[src/common/gatekeeper_params.svh]
// Purpose: constants of the drive command gatekeeper
// Assumes: included by its bare name
// Notes: error codes are the 16-bit numbers the drive reports
`ifndef GATEKEEPER_PARAMS_SVH
`define GATEKEEPER_PARAMS_SVH
`define ERR_NONE 16'h0000
`define ERR_QUICKSTOP 16'ha301
`define ERR_USER_STOP 16'ha306
`define ERR_INT_STOP 16'ha307
`define ERR_FAULT 16'ha308
`define ERR_NOT_OPEN 16'ha309
`define ERR_NO_POWER 16'ha310
`define ERR_OVERRUN 16'ha313
`define ERR_NO_REF 16'ha314
`define ERR_HOMING 16'ha315
`define ERR_NOT_STILL 16'ha317
`define ERR_MODE_ACT 16'ha318
`define ERR_TUNE_RANGE 16'ha319
`define ERR_AMPLITUDE 16'ha31a
`define TUNE_RANGE_CLASS 2'h1
`define TUNE_RANGE_BIT 5'h02
`define REG_CTRL 4'h0
`define REG_STATUS 4'h1
`define REG_IRQ 4'h2
`define REG_MASK 4'h3
`define REG_CMD 4'h4
`define REG_REPLY 4'h5
`define REG_LIMIT 4'h6
`define IRQ_REJECT 0
`define IRQ_FAULT 1
`define IRQ_OVERRUN 2
`define IRQ_TUNE 3
`define IRQ_W 4
`endif

[src/common/gatekeeper_pkg.sv]
// Purpose: types of the drive command gatekeeper
// Assumes: nothing
// Notes: command flags say which checks a command needs
package gatekeeper_pkg;
  typedef enum logic [2:0] {st_disabled, st_open, st_quickstop, st_fault} drive_e;
  typedef struct packed {
    logic activate;
    logic need_open;
    logic need_power;
    logic need_ref;
    logic absolute;
    logic homing_ok;
    logic need_still;
    logic fault_reset;
    logic halt;
    logic tune;
    logic [7:0] amplitude;
    logic [7:0] offset;
  } cmd_s;
  typedef struct packed {
    logic err_valid;
    logic [15:0] code;
    logic [1:0] err_class;
    logic [4:0] err_bit;
  } reply_s;
endpackage : gatekeeper_pkg

[src/rtl/drive_command_gatekeeper.sv]
// Purpose: accepts or refuses drive commands against the drive state
// Assumes: one 250 MHz clock, Avalon-MM slave with waitrequest
// Notes on behaviour
// quick stop from user software stop blocks new mode activation
// that refusal reports the user-stop error number
// a refused activation is answered with its error code
// homing or jog internal stop blocks activation, reports internal-stop code
// fault reset from master clears software stop break condition
// class two or higher error enters fault; refusals report fault code
// class one error brings quick stop instead of fault
// commands needing operation enable refused in other states
// power stage commands refused unless operation enabled or quick stop
// position overrun clears reference valid, reports overrun, blocks absolute
// reference commands refused while reference valid is zero
// commands not allowed during homing refused with homing code
// standstill-only commands refused while moving
// motion finished flag reads one at standstill outside a homing run
// activation while motion unfinished refused with mode-active code
// hold-stop command terminates the current mode
// tuning out of range raises class one bit two range error
// tuning amplitude plus offset above limit refused
// commands passing every check execute without error
//
// The register addresses and the Avalon-MM register port were chosen for this implementation.
`timescale 1ns/1ns
`include "gatekeeper_params.svh"
module drive_command_gatekeeper (
  input wire logic i_clock,
  input wire logic i_rstn,
  input wire logic [3:0] i_address,
  input wire logic i_read,
  input wire logic i_write,
  input wire logic [31:0] i_writedata,
  output logic [31:0] o_readdata,
  output logic o_waitrequest,
  output logic o_irq,
  input wire logic i_class_err,
  input wire logic i_class_two,
  input wire logic i_pos_overrun,
  input wire logic i_tune_out_range,
  input wire logic i_standstill,
  input wire logic i_homing_done,
  output gatekeeper_pkg::reply_s o_reply,
  output logic o_reply_valid,
  output logic o_mode_run
);
  import gatekeeper_pkg::*;

  // ==========================================================
  // state
  // all state but the output registers in one struct, the pin synchronisers included
  typedef struct packed {
    drive_e drive;
    logic user_stop;
    logic int_stop;
    logic ref_ok;
    logic homing;
    logic jog;
    logic tuning;
    logic mode_run;
    logic [15:0] limit;
    logic [`IRQ_W-1:0] irq;
    logic [`IRQ_W-1:0] mask;
    reply_s reply;
    logic reply_valid;
    logic [31:0] rdata;
    logic ack;
    logic [1:0] sync_a;
    logic [1:0] sync_b;
    logic [1:0] sync_c;
    logic [1:0] sync_d;
    logic [1:0] sync_e;
    logic [1:0] sync_f;
  } state_s;

  state_s s_q;
  state_s s_d;

  cmd_s cmd;
  logic access;
  logic err_c1;
  logic err_c2;
  logic overrun;
  logic tune_oor;
  logic still;
  logic home_end;
  logic [16:0] amp_sum;
  logic [`IRQ_W-1:0] ev;

  // ==========================================================
  // elaboration checks
  // the command word is taken from the low bits of one bus word
  if ($bits(cmd_s) > 32)
  begin : g_cmd_fits
    $error("command word does not fit the bus word");
  end
  // one sticky status bit for each event source
  if (`IRQ_W <= `IRQ_TUNE)
  begin : g_irq_fits
    $error("interrupt register narrower than its event sources");
  end

  function automatic reply_s make_reply(input logic [15:0] code);
    reply_s r;
    r.err_valid = (code != `ERR_NONE);
    r.code = code;
    r.err_class = 2'h0;
    r.err_bit = 5'h00;
    return r;
  endfunction : make_reply

  // one wait state: a request is answered on the edge after it is seen
  assign access = (i_read | i_write) & ~s_q.ack;
  assign cmd = cmd_s'(i_writedata[25:0]) ;
  // second stage of each synchroniser only
  assign err_c1 = s_q.sync_a[1];
  assign err_c2 = s_q.sync_b[1];
  assign overrun = s_q.sync_c[1];
  assign tune_oor = s_q.sync_d[1];
  assign still = s_q.sync_e[1];
  assign home_end = s_q.sync_f[1];
  // wide enough that amplitude plus offset never wraps below the limit
  assign amp_sum = {9'h000, cmd.amplitude} + {9'h000, cmd.offset};

  // ==========================================================
  // next state
  always_comb
  begin
    logic [15:0] code;
    logic [15:0] wmask;
    // every field but ack, reply_valid, rdata and the synchronisers holds by default; the blocks below only override
    code = `ERR_NONE;
    wmask = 16'h0000;
    s_d = s_q;
    ev = '0;
    s_d.sync_a = {s_q.sync_a[0], i_class_err};
    s_d.sync_b = {s_q.sync_b[0], i_class_two};
    s_d.sync_c = {s_q.sync_c[0], i_pos_overrun};
    s_d.sync_d = {s_q.sync_d[0], i_tune_out_range};
    s_d.sync_e = {s_q.sync_e[0], i_standstill};
    s_d.sync_f = {s_q.sync_f[0], i_homing_done};
    // ack keeps a held request from being served twice
    s_d.ack = access;
    s_d.reply_valid = 1'b0;

    // a finished homing run defines the reference point
    if (home_end && s_q.homing)
    begin
      s_d.homing = 1'b0;
      s_d.ref_ok = 1'b1;
    end

    // motion finished
    if (still && !s_q.homing)
    begin
      s_d.mode_run = 1'b0;
      s_d.tuning = 1'b0;
    end

    // fault entry
    if (err_c2)
    begin
      s_d.drive = st_fault;
      s_d.mode_run = 1'b0;
      ev[`IRQ_FAULT] = 1'b1;
    end
    // class one quick stop
    else if (err_c1 && s_q.drive == st_open)
      s_d.drive = st_quickstop;

    // internal stop in homing or jog
    if (overrun && (s_q.homing || s_q.jog) && s_q.drive == st_open)
    begin
      s_d.int_stop = 1'b1;
      s_d.drive = st_quickstop;
    end

    // reference lost
    if (overrun)
    begin
      s_d.ref_ok = 1'b0;
      ev[`IRQ_OVERRUN] = 1'b1;
    end

    // tuning range error
    if (tune_oor && s_q.tuning && s_q.drive == st_open)
    begin
      s_d.reply = make_reply(`ERR_TUNE_RANGE);
      s_d.reply.err_class = `TUNE_RANGE_CLASS;
      s_d.reply.err_bit = `TUNE_RANGE_BIT;
      s_d.reply_valid = 1'b1;
      s_d.drive = st_quickstop;
      s_d.tuning = 1'b0;
      ev[`IRQ_TUNE] = 1'b1;
    end

    // read data is registered and stands on the answering edge only
    s_d.rdata = 32'h0000_0000;
    if (access && i_read)
    begin
      if (i_address == `REG_CTRL)
        s_d.rdata = {16'h0000, s_q.limit};
      else if (i_address == `REG_STATUS)
        s_d.rdata = {24'h0, s_q.ref_ok, s_q.homing, ~s_q.mode_run, s_q.int_stop, s_q.user_stop, 3'(s_q.drive)};
      else if (i_address == `REG_IRQ)
        s_d.rdata = {28'h0, s_q.irq};
      else if (i_address == `REG_MASK)
        s_d.rdata = {28'h0, s_q.mask};
      else if (i_address == `REG_REPLY)
        s_d.rdata = {8'h00, s_q.reply};
      else if (i_address == `REG_LIMIT)
        s_d.rdata = {16'h0000, s_q.limit};
    end

    if (access && i_write)
    begin
      if (i_address == `REG_CTRL)
      begin
        // ctrl bits: software stop, enable, disable; the lowest set bit that the current drive state allows wins
        // user software stop request
        if (i_writedata[0] && s_q.drive == st_open)
        begin
          s_d.user_stop = 1'b1;
          s_d.drive = st_quickstop;
        end
        else if (i_writedata[1] && s_q.drive == st_disabled)
          s_d.drive = st_open;
        else if (i_writedata[2] && s_q.drive == st_open)
          s_d.drive = st_disabled;
      end
      // status bits are cleared by writing ones
      else if (i_address == `REG_IRQ)
        wmask[`IRQ_W-1:0] = i_writedata[`IRQ_W-1:0];
      else if (i_address == `REG_MASK)
        s_d.mask = i_writedata[`IRQ_W-1:0];
      else if (i_address == `REG_LIMIT)
        s_d.limit = i_writedata[15:0];
      else if (i_address == `REG_CMD)
      begin
        // fault reset
        if (cmd.fault_reset)
        begin
          s_d.user_stop = 1'b0;
          s_d.int_stop = 1'b0;
          if (s_q.drive == st_fault || s_q.drive == st_quickstop)
            s_d.drive = st_open;
        end

        // hold stop
        else if (cmd.halt)
        begin
          s_d.mode_run = 1'b0;
          s_d.homing = 1'b0;
          s_d.jog = 1'b0;
          s_d.tuning = 1'b0;
        end

        // fault refusal
        else if (s_q.drive == st_fault)
          code = `ERR_FAULT;

        // user stop refusal
        else if (cmd.activate && s_q.user_stop)
          code = `ERR_USER_STOP;

        // internal stop refusal
        else if (cmd.activate && s_q.int_stop)
          code = `ERR_INT_STOP;

        // quick stop refusal
        else if (cmd.activate && s_q.drive == st_quickstop)
          code = `ERR_QUICKSTOP;

        // power stage
        else if (cmd.need_power && s_q.drive != st_open && s_q.drive != st_quickstop)
          code = `ERR_NO_POWER;

        // operation enable
        else if ((cmd.need_open || cmd.activate) && s_q.drive != st_open)
          code = `ERR_NOT_OPEN;

        // homing active
        else if (s_q.homing && !cmd.homing_ok)
          code = `ERR_HOMING;

        // absolute blocked
        else if (cmd.absolute && !s_q.ref_ok)
          code = `ERR_OVERRUN;

        // no reference
        else if (cmd.need_ref && !s_q.ref_ok)
          code = `ERR_NO_REF;

        // standstill needed
        else if (cmd.need_still && !still)
          code = `ERR_NOT_STILL;

        // mode still active
        else if (cmd.activate && s_q.mode_run)
          code = `ERR_MODE_ACT;

        // amplitude check
        else if (cmd.tune && amp_sum > {1'b0, s_q.limit})
          code = `ERR_AMPLITUDE;

        // accepted
        else if (cmd.activate)
        begin
          s_d.mode_run = 1'b1;
          s_d.homing = cmd.homing_ok & ~cmd.need_ref;
          s_d.jog = cmd.homing_ok & cmd.need_ref;
          s_d.tuning = cmd.tune;
        end

        // reply to same command
        s_d.reply = make_reply(code);
        s_d.reply_valid = 1'b1;
        ev[`IRQ_REJECT] = (code != `ERR_NONE);
      end
    end

    // set wins over clear
    s_d.irq = (s_q.irq & ~wmask[`IRQ_W-1:0]) | ev;
  end

  // ==========================================================
  // registers
  always_ff @(posedge i_clock or negedge i_rstn)
  begin
    if (!i_rstn)
    begin
      s_q <= '0;
      s_q.drive <= st_disabled;
      // limit resets wide open so no tuning setting is refused before software sets one
      s_q.limit <= 16'hffff;
    end
    else
      s_q <= s_d;
  end

  // ==========================================================
  // outputs
  // loaded from the next state so each leaves a flip-flop in step with the state
  always_ff @(posedge i_clock or negedge i_rstn)
  begin
    if (!i_rstn)
    begin
      o_readdata <= 32'h0000_0000;
      o_waitrequest <= 1'b1;
      o_irq <= 1'b0;
      o_reply <= '0;
      o_reply_valid <= 1'b0;
      o_mode_run <= 1'b0;
    end
    else
    begin
      o_readdata <= s_d.rdata;
      o_waitrequest <= ~access;
      // level interrupt from the next status and mask
      o_irq <= |(s_d.irq & s_d.mask);
      o_reply <= s_d.reply;
      o_reply_valid <= s_d.reply_valid;
      o_mode_run <= s_d.mode_run;
    end
  end
endmodule : drive_command_gatekeeper

[config.mk]
export PLATFORM = sky130hd
export DESIGN_NAME = drive_command_gatekeeper
export DESIGN_NICKNAME = d
export VERILOG_FILES = /design/src/common/gatekeeper_pkg.sv /design/src/rtl/drive_command_gatekeeper.sv
export VERILOG_INCLUDE_DIRS = /design/src /design/src/common
export SDC_FILE = /design/constraint.sdc
export NUM_CORES = 1
export LEC_CHECK = 0
export BUFFER_PORTS_ARGS = -buffer_cell sky130_fd_sc_hd__clkbuf_2
export CORE_ASPECT_RATIO = 1.2
export CORE_UTILIZATION = 40
export DETAILED_ROUTE_END_ITERATION = 16
export PLACE_DENSITY_LB_ADDON = 0.3
export SLEW_MARGIN = 20
export SYNTH_ARGS = -nofsm -noshare
export SYNTH_HDL_FRONTEND = slang
export SYNTH_SLANG_ARGS = --single-unit
[constraint.sdc]
create_clock -name i_clock -period 5.58 [get_ports i_clock]
set_input_delay 0.558 -clock i_clock [delete_from_list [all_inputs] [get_ports i_clock]]
set_output_delay 0.558 -clock i_clock [all_outputs]
set_load 0.05 [all_outputs]
==> results of run 1 <==
[registers in the layout, summed over array words and instances, names as in the netlist]
signal / cells
err_c1: 1
err_c2: 1
home_end: 1
o_irq: 1
o_mode_run: 1
o_readdata: 24
o_reply: 24
o_reply_valid: 1
o_waitrequest: 1
overrun: 1
s_d: 6
s_q: 36
[worst max-delay path by stage]
| stage | cells after the start | startpoint | endpoint |
|---|---|---|---|
| floorplan | 16 | i_writedata[0] | o_reply[15]$_DFF_PN0_ |
| global placement | 17 | i_writedata[0] | o_reply[16]$_DFF_PN0_ |
| detailed placement | 17 | i_writedata[0] | o_reply[22]$_DFF_PN0_ |
| CTS | 17 | i_writedata[0] | o_reply[22]$_DFF_PN0_ |
| global route | 17 | i_writedata[0] | o_reply[22]$_DFF_PN0_ |
| finish | 17 | i_writedata[0] | o_reply[22]$_DFF_PN0_ |
[cell usage after synthesis, drive strengths merged (3+ instances only)]
cell type	count
nor2	48
nor2b	16
buf	35
nand3	21
dfrtp	81
a21oi	22
ha	17
and2	11
a222oi	5
and3	18
nor4	4
nor3	11
a21o	6
inv	18
o21ai	22
o211ai	7
clkbuf	18
xnor2	6
a22oi	17
nor3b	3
nand2b	8
dfstp	17
mux2	18
nand2	26
or3	5
[kinds of logic (layout without fill, tap and decap cells)]
logic type / after synthesis / after routing
AND/OR/NAND/NOR: 184 / 184
AO/OA/AOI/OAI: 98 / 98
flip-flops: 98 / 98
buffers and inverters: 71 / 126
adder cells (fa/ha/maj): 18 / 18
multiplexers: 18 / 18
XOR/XNOR: 8 / 8
other: 1 / 8
[final cells by class]
type / instances / area share (%)
clock buffers: 9 / 3.93
multi-input cells: 334 / 38.7
well taps: 161 / 3.51
clock inverters: 7 / 1.42
inverters: 18 / 1.18
flip-flops and latches: 98 / 43.1
repair buffers: 92 / 8.12
[routing by layer]
layer	routed length (um)	up-vias
met3	604	23
met5	0	-
met4	340	0
met2	6080	147
met1	5290	1909
li1	-	1838
[where the power goes]
group	internal, mW	switching [mW]	leakage, nW
combinational	0.132	0.256	1.34
sequential	0.802	0.0626	1.23
clock	0.356	0.286	0.148
[through the flow]
| stage | utilization (%) | setup slack (ps) | instances | area (um^2) |
|---|---|---|---|---|
| 6_report | 46.9 | 1940 | 719 | 5730 |
| 5_1_grt | 46.9 | 1680 | 719 | 5730 |
| 4_1_cts | 46.9 | 1940 | 719 | 5730 |
| 3_5_place_dp | 44.4 | 1600 | 703 | 5420 |
| 3_3_place_gp | 44.4 | 1660 | 703 | 5420 |
| 2_1_floorplan | - | 2260 | 503 | 5080 |
[cells in the final DEF, fill, tap and decap left out, types with 5 or more instances in the layout]
master	n
inv_6	5
nand2b_1	8
a21o_1	6
a22oi_1	17
and2_1	11
a21oi_1	22
o21ai_1	7
clkbuf_2	90
clkbuf_16	9
xnor2_1	6
o211ai_1	5
nor2b_1	16
a222oi_1	5
o21ai_0	15
or3_1	5
nor3_1	10
dfrtp_1	81
nor2_1	48
ha_1	17
nand3_1	21
inv_1	17
nand2_1	26
dfstp_2	17
mux2_1	10
and3_1	17
mux2_2	8
conb_1	8
==> metrics, run 1 <==
outcome=finished clean; final worst-path cycle share=65.2%; Die ar.=around 0.013 mm^2; slowest CP cell=nor3b_2; top-area cell type share of the netlist area=40.1%; Multi-input gate area=0.00222 mm^2; Layout Nets=617; Critical R2R Capture=s_q[97]$_DFF_PN0_; gr busiest metal=met2; Post-DRT Antenna Nets=0; worst clock skew=about 6.0 ps; routed wire length=12300 um; Chip Width=~100 um; Seq/Total Area, Yosys=between 40 and 50%; vias in the first global route=3973; Ports=106; Power Total=1.89 mW; CTS Hold Buffers Added=0; FF/Latch Area=0.00247 mm^2; Data arrival, critical path=a little under 4000 ps; TritonCTS clock tree=done; reg2reg setup slack=2900 ps; PortBufs=a little over 90; Starting Density=41.3%; Most used DFF post-synth=dfrtp_1; DR vias/cell=5.45; pwr/cell area=330 mW/mm^2; share of post-route cells with drive strength above 1=26.5%; Pre-antenna DRT Iters=7; YS warnings=0; compound-cell area share of the yosys netlist=13.3%; CTS root buf=clkbuf_16; clk sinks=98; Period minus WS final=3640 ps; worst vdd ir=218 uV; CP top delay family=compound AO/OA/AOI/OAI gates; Die Ht=125 um; Synth Cell Area=0.00505 mm^2; GR Overflow Total=0; clk_lat worst skew=approximately 350 ps; first-pass GRT wire length=~21000 um; Fin. Hold Viols=0; Setup Crit Path Kind=input port to flip-flop; post-cts sizing count=0; DRC=0; largest family of logic cells by synthesized area=simple AND/OR/NAND/NOR gates; EDFF count, synth=0; setup_tns=0 ps; FILL cells=1181; Synth cell types=65; Worst Setup Start Kind=input port; Synth Area in Simple Gates=19.9%; WP buf/inv=2; slowest cell delay on critical path=400 ps; initial drt markers=around 250; number of setup buffers added after CTS=0; H-tree Lvls=3; static leakage=2.72 nW; Slew Limit Fails=0; Max FO, Critical Path=7; largest net degree at the start of global routing=60; met2 Track Usage GR=roughly 34%; CP endpoint kind=flip-flop; Worst-Margin Slew=roughly 950 ps; fraction of registers with async set/reset=100%; adder-cell area share of the yosys netlist=between 4 and 5%; Rows=44; Routability Congestion=around 0.9; RSZ-0062 raised after global routing=false; Final setup viols=0; FF-to-FF Start=s_q[12]$_DFF_PN0_; r2r worst-path depth=5; Tot GR Track Use=20.1%; max_slew headroom=~36%; CP required=slightly below 6000 ps; Worst Hold Class=input port to async pin; HPWL after DPL=9270 um; Avg WL per Cell=17.1 um; Hold Slack=167 ps; Mapped Cells=496; leading area contributor after synthesis=dfrtp_1; Num CTS Buffers=9; multiplexer share of the synthesized area=4.01%; CTS Buffer Depth=2; initial antenna violation count=0; GR Layer Usage met1=25.7%; Via Count=3917; Fmax=275 MHz; leading post-synthesis cells by cell area=dfrtp_1 (40%), dfstp_2 (8.8%), buf_4 (4.8%); Clock transition at path regs=70 ps; number of diodes=0; Max-cap violations=0; crit path cell chain=clkbuf_2 -> ha_1 -> inv_1 -> fa_1 -> nor2b_1 -> o21ai_0 -> nand2b_1 -> a21o_1 -> a21oi_1 -> xnor2_1 -> ha_1 -> a21oi_1 -> nand2_1 -> a221o_1 -> o211ai_2 -> nor3b_2 -> nor3_1; met3 GRT Util=3.34%; xor and xnor area share after synthesis=1.39%; area grow syn2layout=13.5%; Syn Area/Cell=10.2 um^2; Yosys reg bits=98; Core Region=0.0122 mm^2
Note: power is estimated with default switching activity, not from simulation.
==> run 2: changes to the inputs <==
- clock period: 5.58 -> 3.73 ns (I/O delays scaled with it)
==> metrics, run 2 (same netlist as run 1, synthesis figures left out) <==
routed wire length=12200 um; first-pass GRT wire length=20300 um; Die ar.=0.0131 mm^2; worst vdd ir=between 200 and 250 uV; final worst-path cycle share=between 80% and 90%; RSZ-0062 raised after global routing=false; post-cts sizing count=0; Final Instance Count excl. Fillers=727; clk_lat worst skew=340 ps; Chip Width=105 um; GR Overflow Total=0; slowest CP cell=nor3b_2; CTS Buffer Depth=2; CP required=slightly below 4000 ps; setup_tns=0 ps; Core Region=0.0122 mm^2; H-tree Lvls=3; commonest non-fill, non-tap cells in the layout=clkbuf_2 (90), dfrtp_1 (81), nor2_1 (48), nand2_1 (26), a21oi_1 (22); Routability Congestion=0.901; initial drt markers=250; Avg WL per Cell=~17 um; Largest regs=s_q x36, o_readdata x24, o_reply x24; Seq pwr share=45.6%; Clock transition at path regs=~70 ps; PortBufs=91; fin area=0.00579 mm^2; Clk network pwr share=33.8%; switching pwr=0.904 mW; CP top delay family=compound AO/OA/AOI/OAI gates; Max FO, Critical Path=5; max_slew headroom=45.2%; WP buf/inv=2; setup ws final=between 400 and 500 ps; static leakage=2.76 nW; HPWL after DPL=9370 um; Data arrival, critical path=around 3500 ps; DRC=0; Setup Crit Path Kind=input port to flip-flop; Period minus WS final=3300 ps; CTS root buf=clkbuf_16; Max-cap violations=0; area grow syn2layout=14.6%; share of post-route cells with drive strength above 1=27.4%; largest register by flop count=s_q; Ports=106; Slew Limit Fails=0; DP Cell Count=711; vias in the first global route=3882; initial antenna violation count=0; commonest non-fill, non-tap cell in the layout=clkbuf_2; FILL cells=around 1.2k; number of setup buffers added after CTS=0; Placed Area=0.00548 mm^2; clk sinks=98; Tot GR Track Use=19.8%; Fin. Hold Viols=0; number of diodes=0; max reg flops=36; Layout Nets=625; Sw Ratio=a little under a third; outcome=finished clean; Pre-antenna DRT Iters=7; DP Worst Slack=78.3 ps; Die Ht=125 um; Worst Hold Class=input port to async pin; Rows=44; slowest cell delay on critical path=about 390 ps; Worst-Margin Slew=822 ps; DR vias/cell=between 5 and 6; CTS Hold Buffers Added=0; combinational power share=20.6%; Num CTS Buffers=9; pwr/cell area=490 mW/mm^2; Fmax=between 300 and 400 MHz; crit path cell chain=clkbuf_2 -> ha_1 -> inv_1 -> fa_1 -> nor2b_1 -> o21ai_0 -> nand2b_1 -> a21o_1 -> a21oi_1 -> xnor2_1 -> ha_1 -> a21oi_1 -> nand2_1 -> a221o_1 -> o211ai_2 -> nor3b_2 -> nor3_1; TritonCTS clock tree=done; Final setup viols=0; CP endpoint kind=flip-flop; largest net degree at the start of global routing=64; Post-DRT Antenna Nets=0; Via Count=about 4.0k; Worst Setup Start Kind=input port; Starting Density=41.3%; worst clock skew=around 9.4 ps; P_int=1.93 mW
==> run 2: cell types whose count changed in the layout (fill, tap and decap cells not counted) <==
cell,delta
clkinvlp_4,-1
inv_6,-1
buf_4,+8
clkinv_2,+1
inv_8,+1
nor3_2,-1
nor3_1,+1
==> run 2: through the flow <==
step | util [%] | total power [mW] | hold WS (ps)
2_1_floorplan | - | 1.75 | 77.4
3_3_place_gp | 44.9 | 1.88 | 332
3_5_place_dp | 44.9 | 1.90 | 336
4_1_cts | 47.4 | 2.87 | 124
5_1_grt | 47.4 | 2.99 | 110
6_report | 47.4 | 2.84 | 115
==> run 2: area by class of cell <==
| class | instances | area, um^2 | share of cell area (%) |
|---|---|---|---|
| well taps | 161 | 201 | 3.48 |
| clock buffers | 9 | 225 | 3.89 |
| clock inverters | 7 | 81.3 | 1.40 |
| inverters | 18 | 67.6 | 1.17 |
| repair buffers | 100 | 526 | 9.08 |
| flip-flops and latches | 98 | 2470 | 42.7 |
| multi-input cells | 334 | 2210 | 38.3 |
==> run 2: path summary, 6_finish.rpt <==
path / slack (ps) / cells after the start / start / endpoint
setup / recovery: 430 / 17 / i_writedata[0] / o_reply[16]$_DFF_PN0_
hold / removal: 110 / 1 / i_rstn / o_readdata[12]$_DFF_PN0_
setup reg to reg: 1290 / 8 / s_q[84]$_DFFE_PN1P_ / o_reply[16]$_DFF_PN0_
hold reg to reg: 350 / 0 / s_d[1]$_DFF_PN0_ / home_end$_DFF_PN0_
max in group asynchronous: 2680 / 2 / i_rstn / o_reply[9]$_DFF_PN0_
min in group i_clock: 130 / 1 / i_pos_overrun / s_d[7]$_DFF_PN0_
==> run 2: power by group through the flow <==
stage / logic (mW) / clock network (mW) / registers [mW]
2_1_floorplan: 0.443 / 0 / 1.31
3_3_place_gp: 0.569 / 0 / 1.31
3_5_place_dp: 0.585 / 0 / 1.31
4_1_cts: 0.587 / 0.984 / 1.29
5_1_grt: 0.645 / 1.04 / 1.31
6_report: 0.584 / 0.958 / 1.29
==> run 2: layer usage <==
layer	track usage (%)	wire length [um]
met3	4.38	557
met1	25.9	5390
met2	33.0	6090
met5	0	0
met4	5.88	197
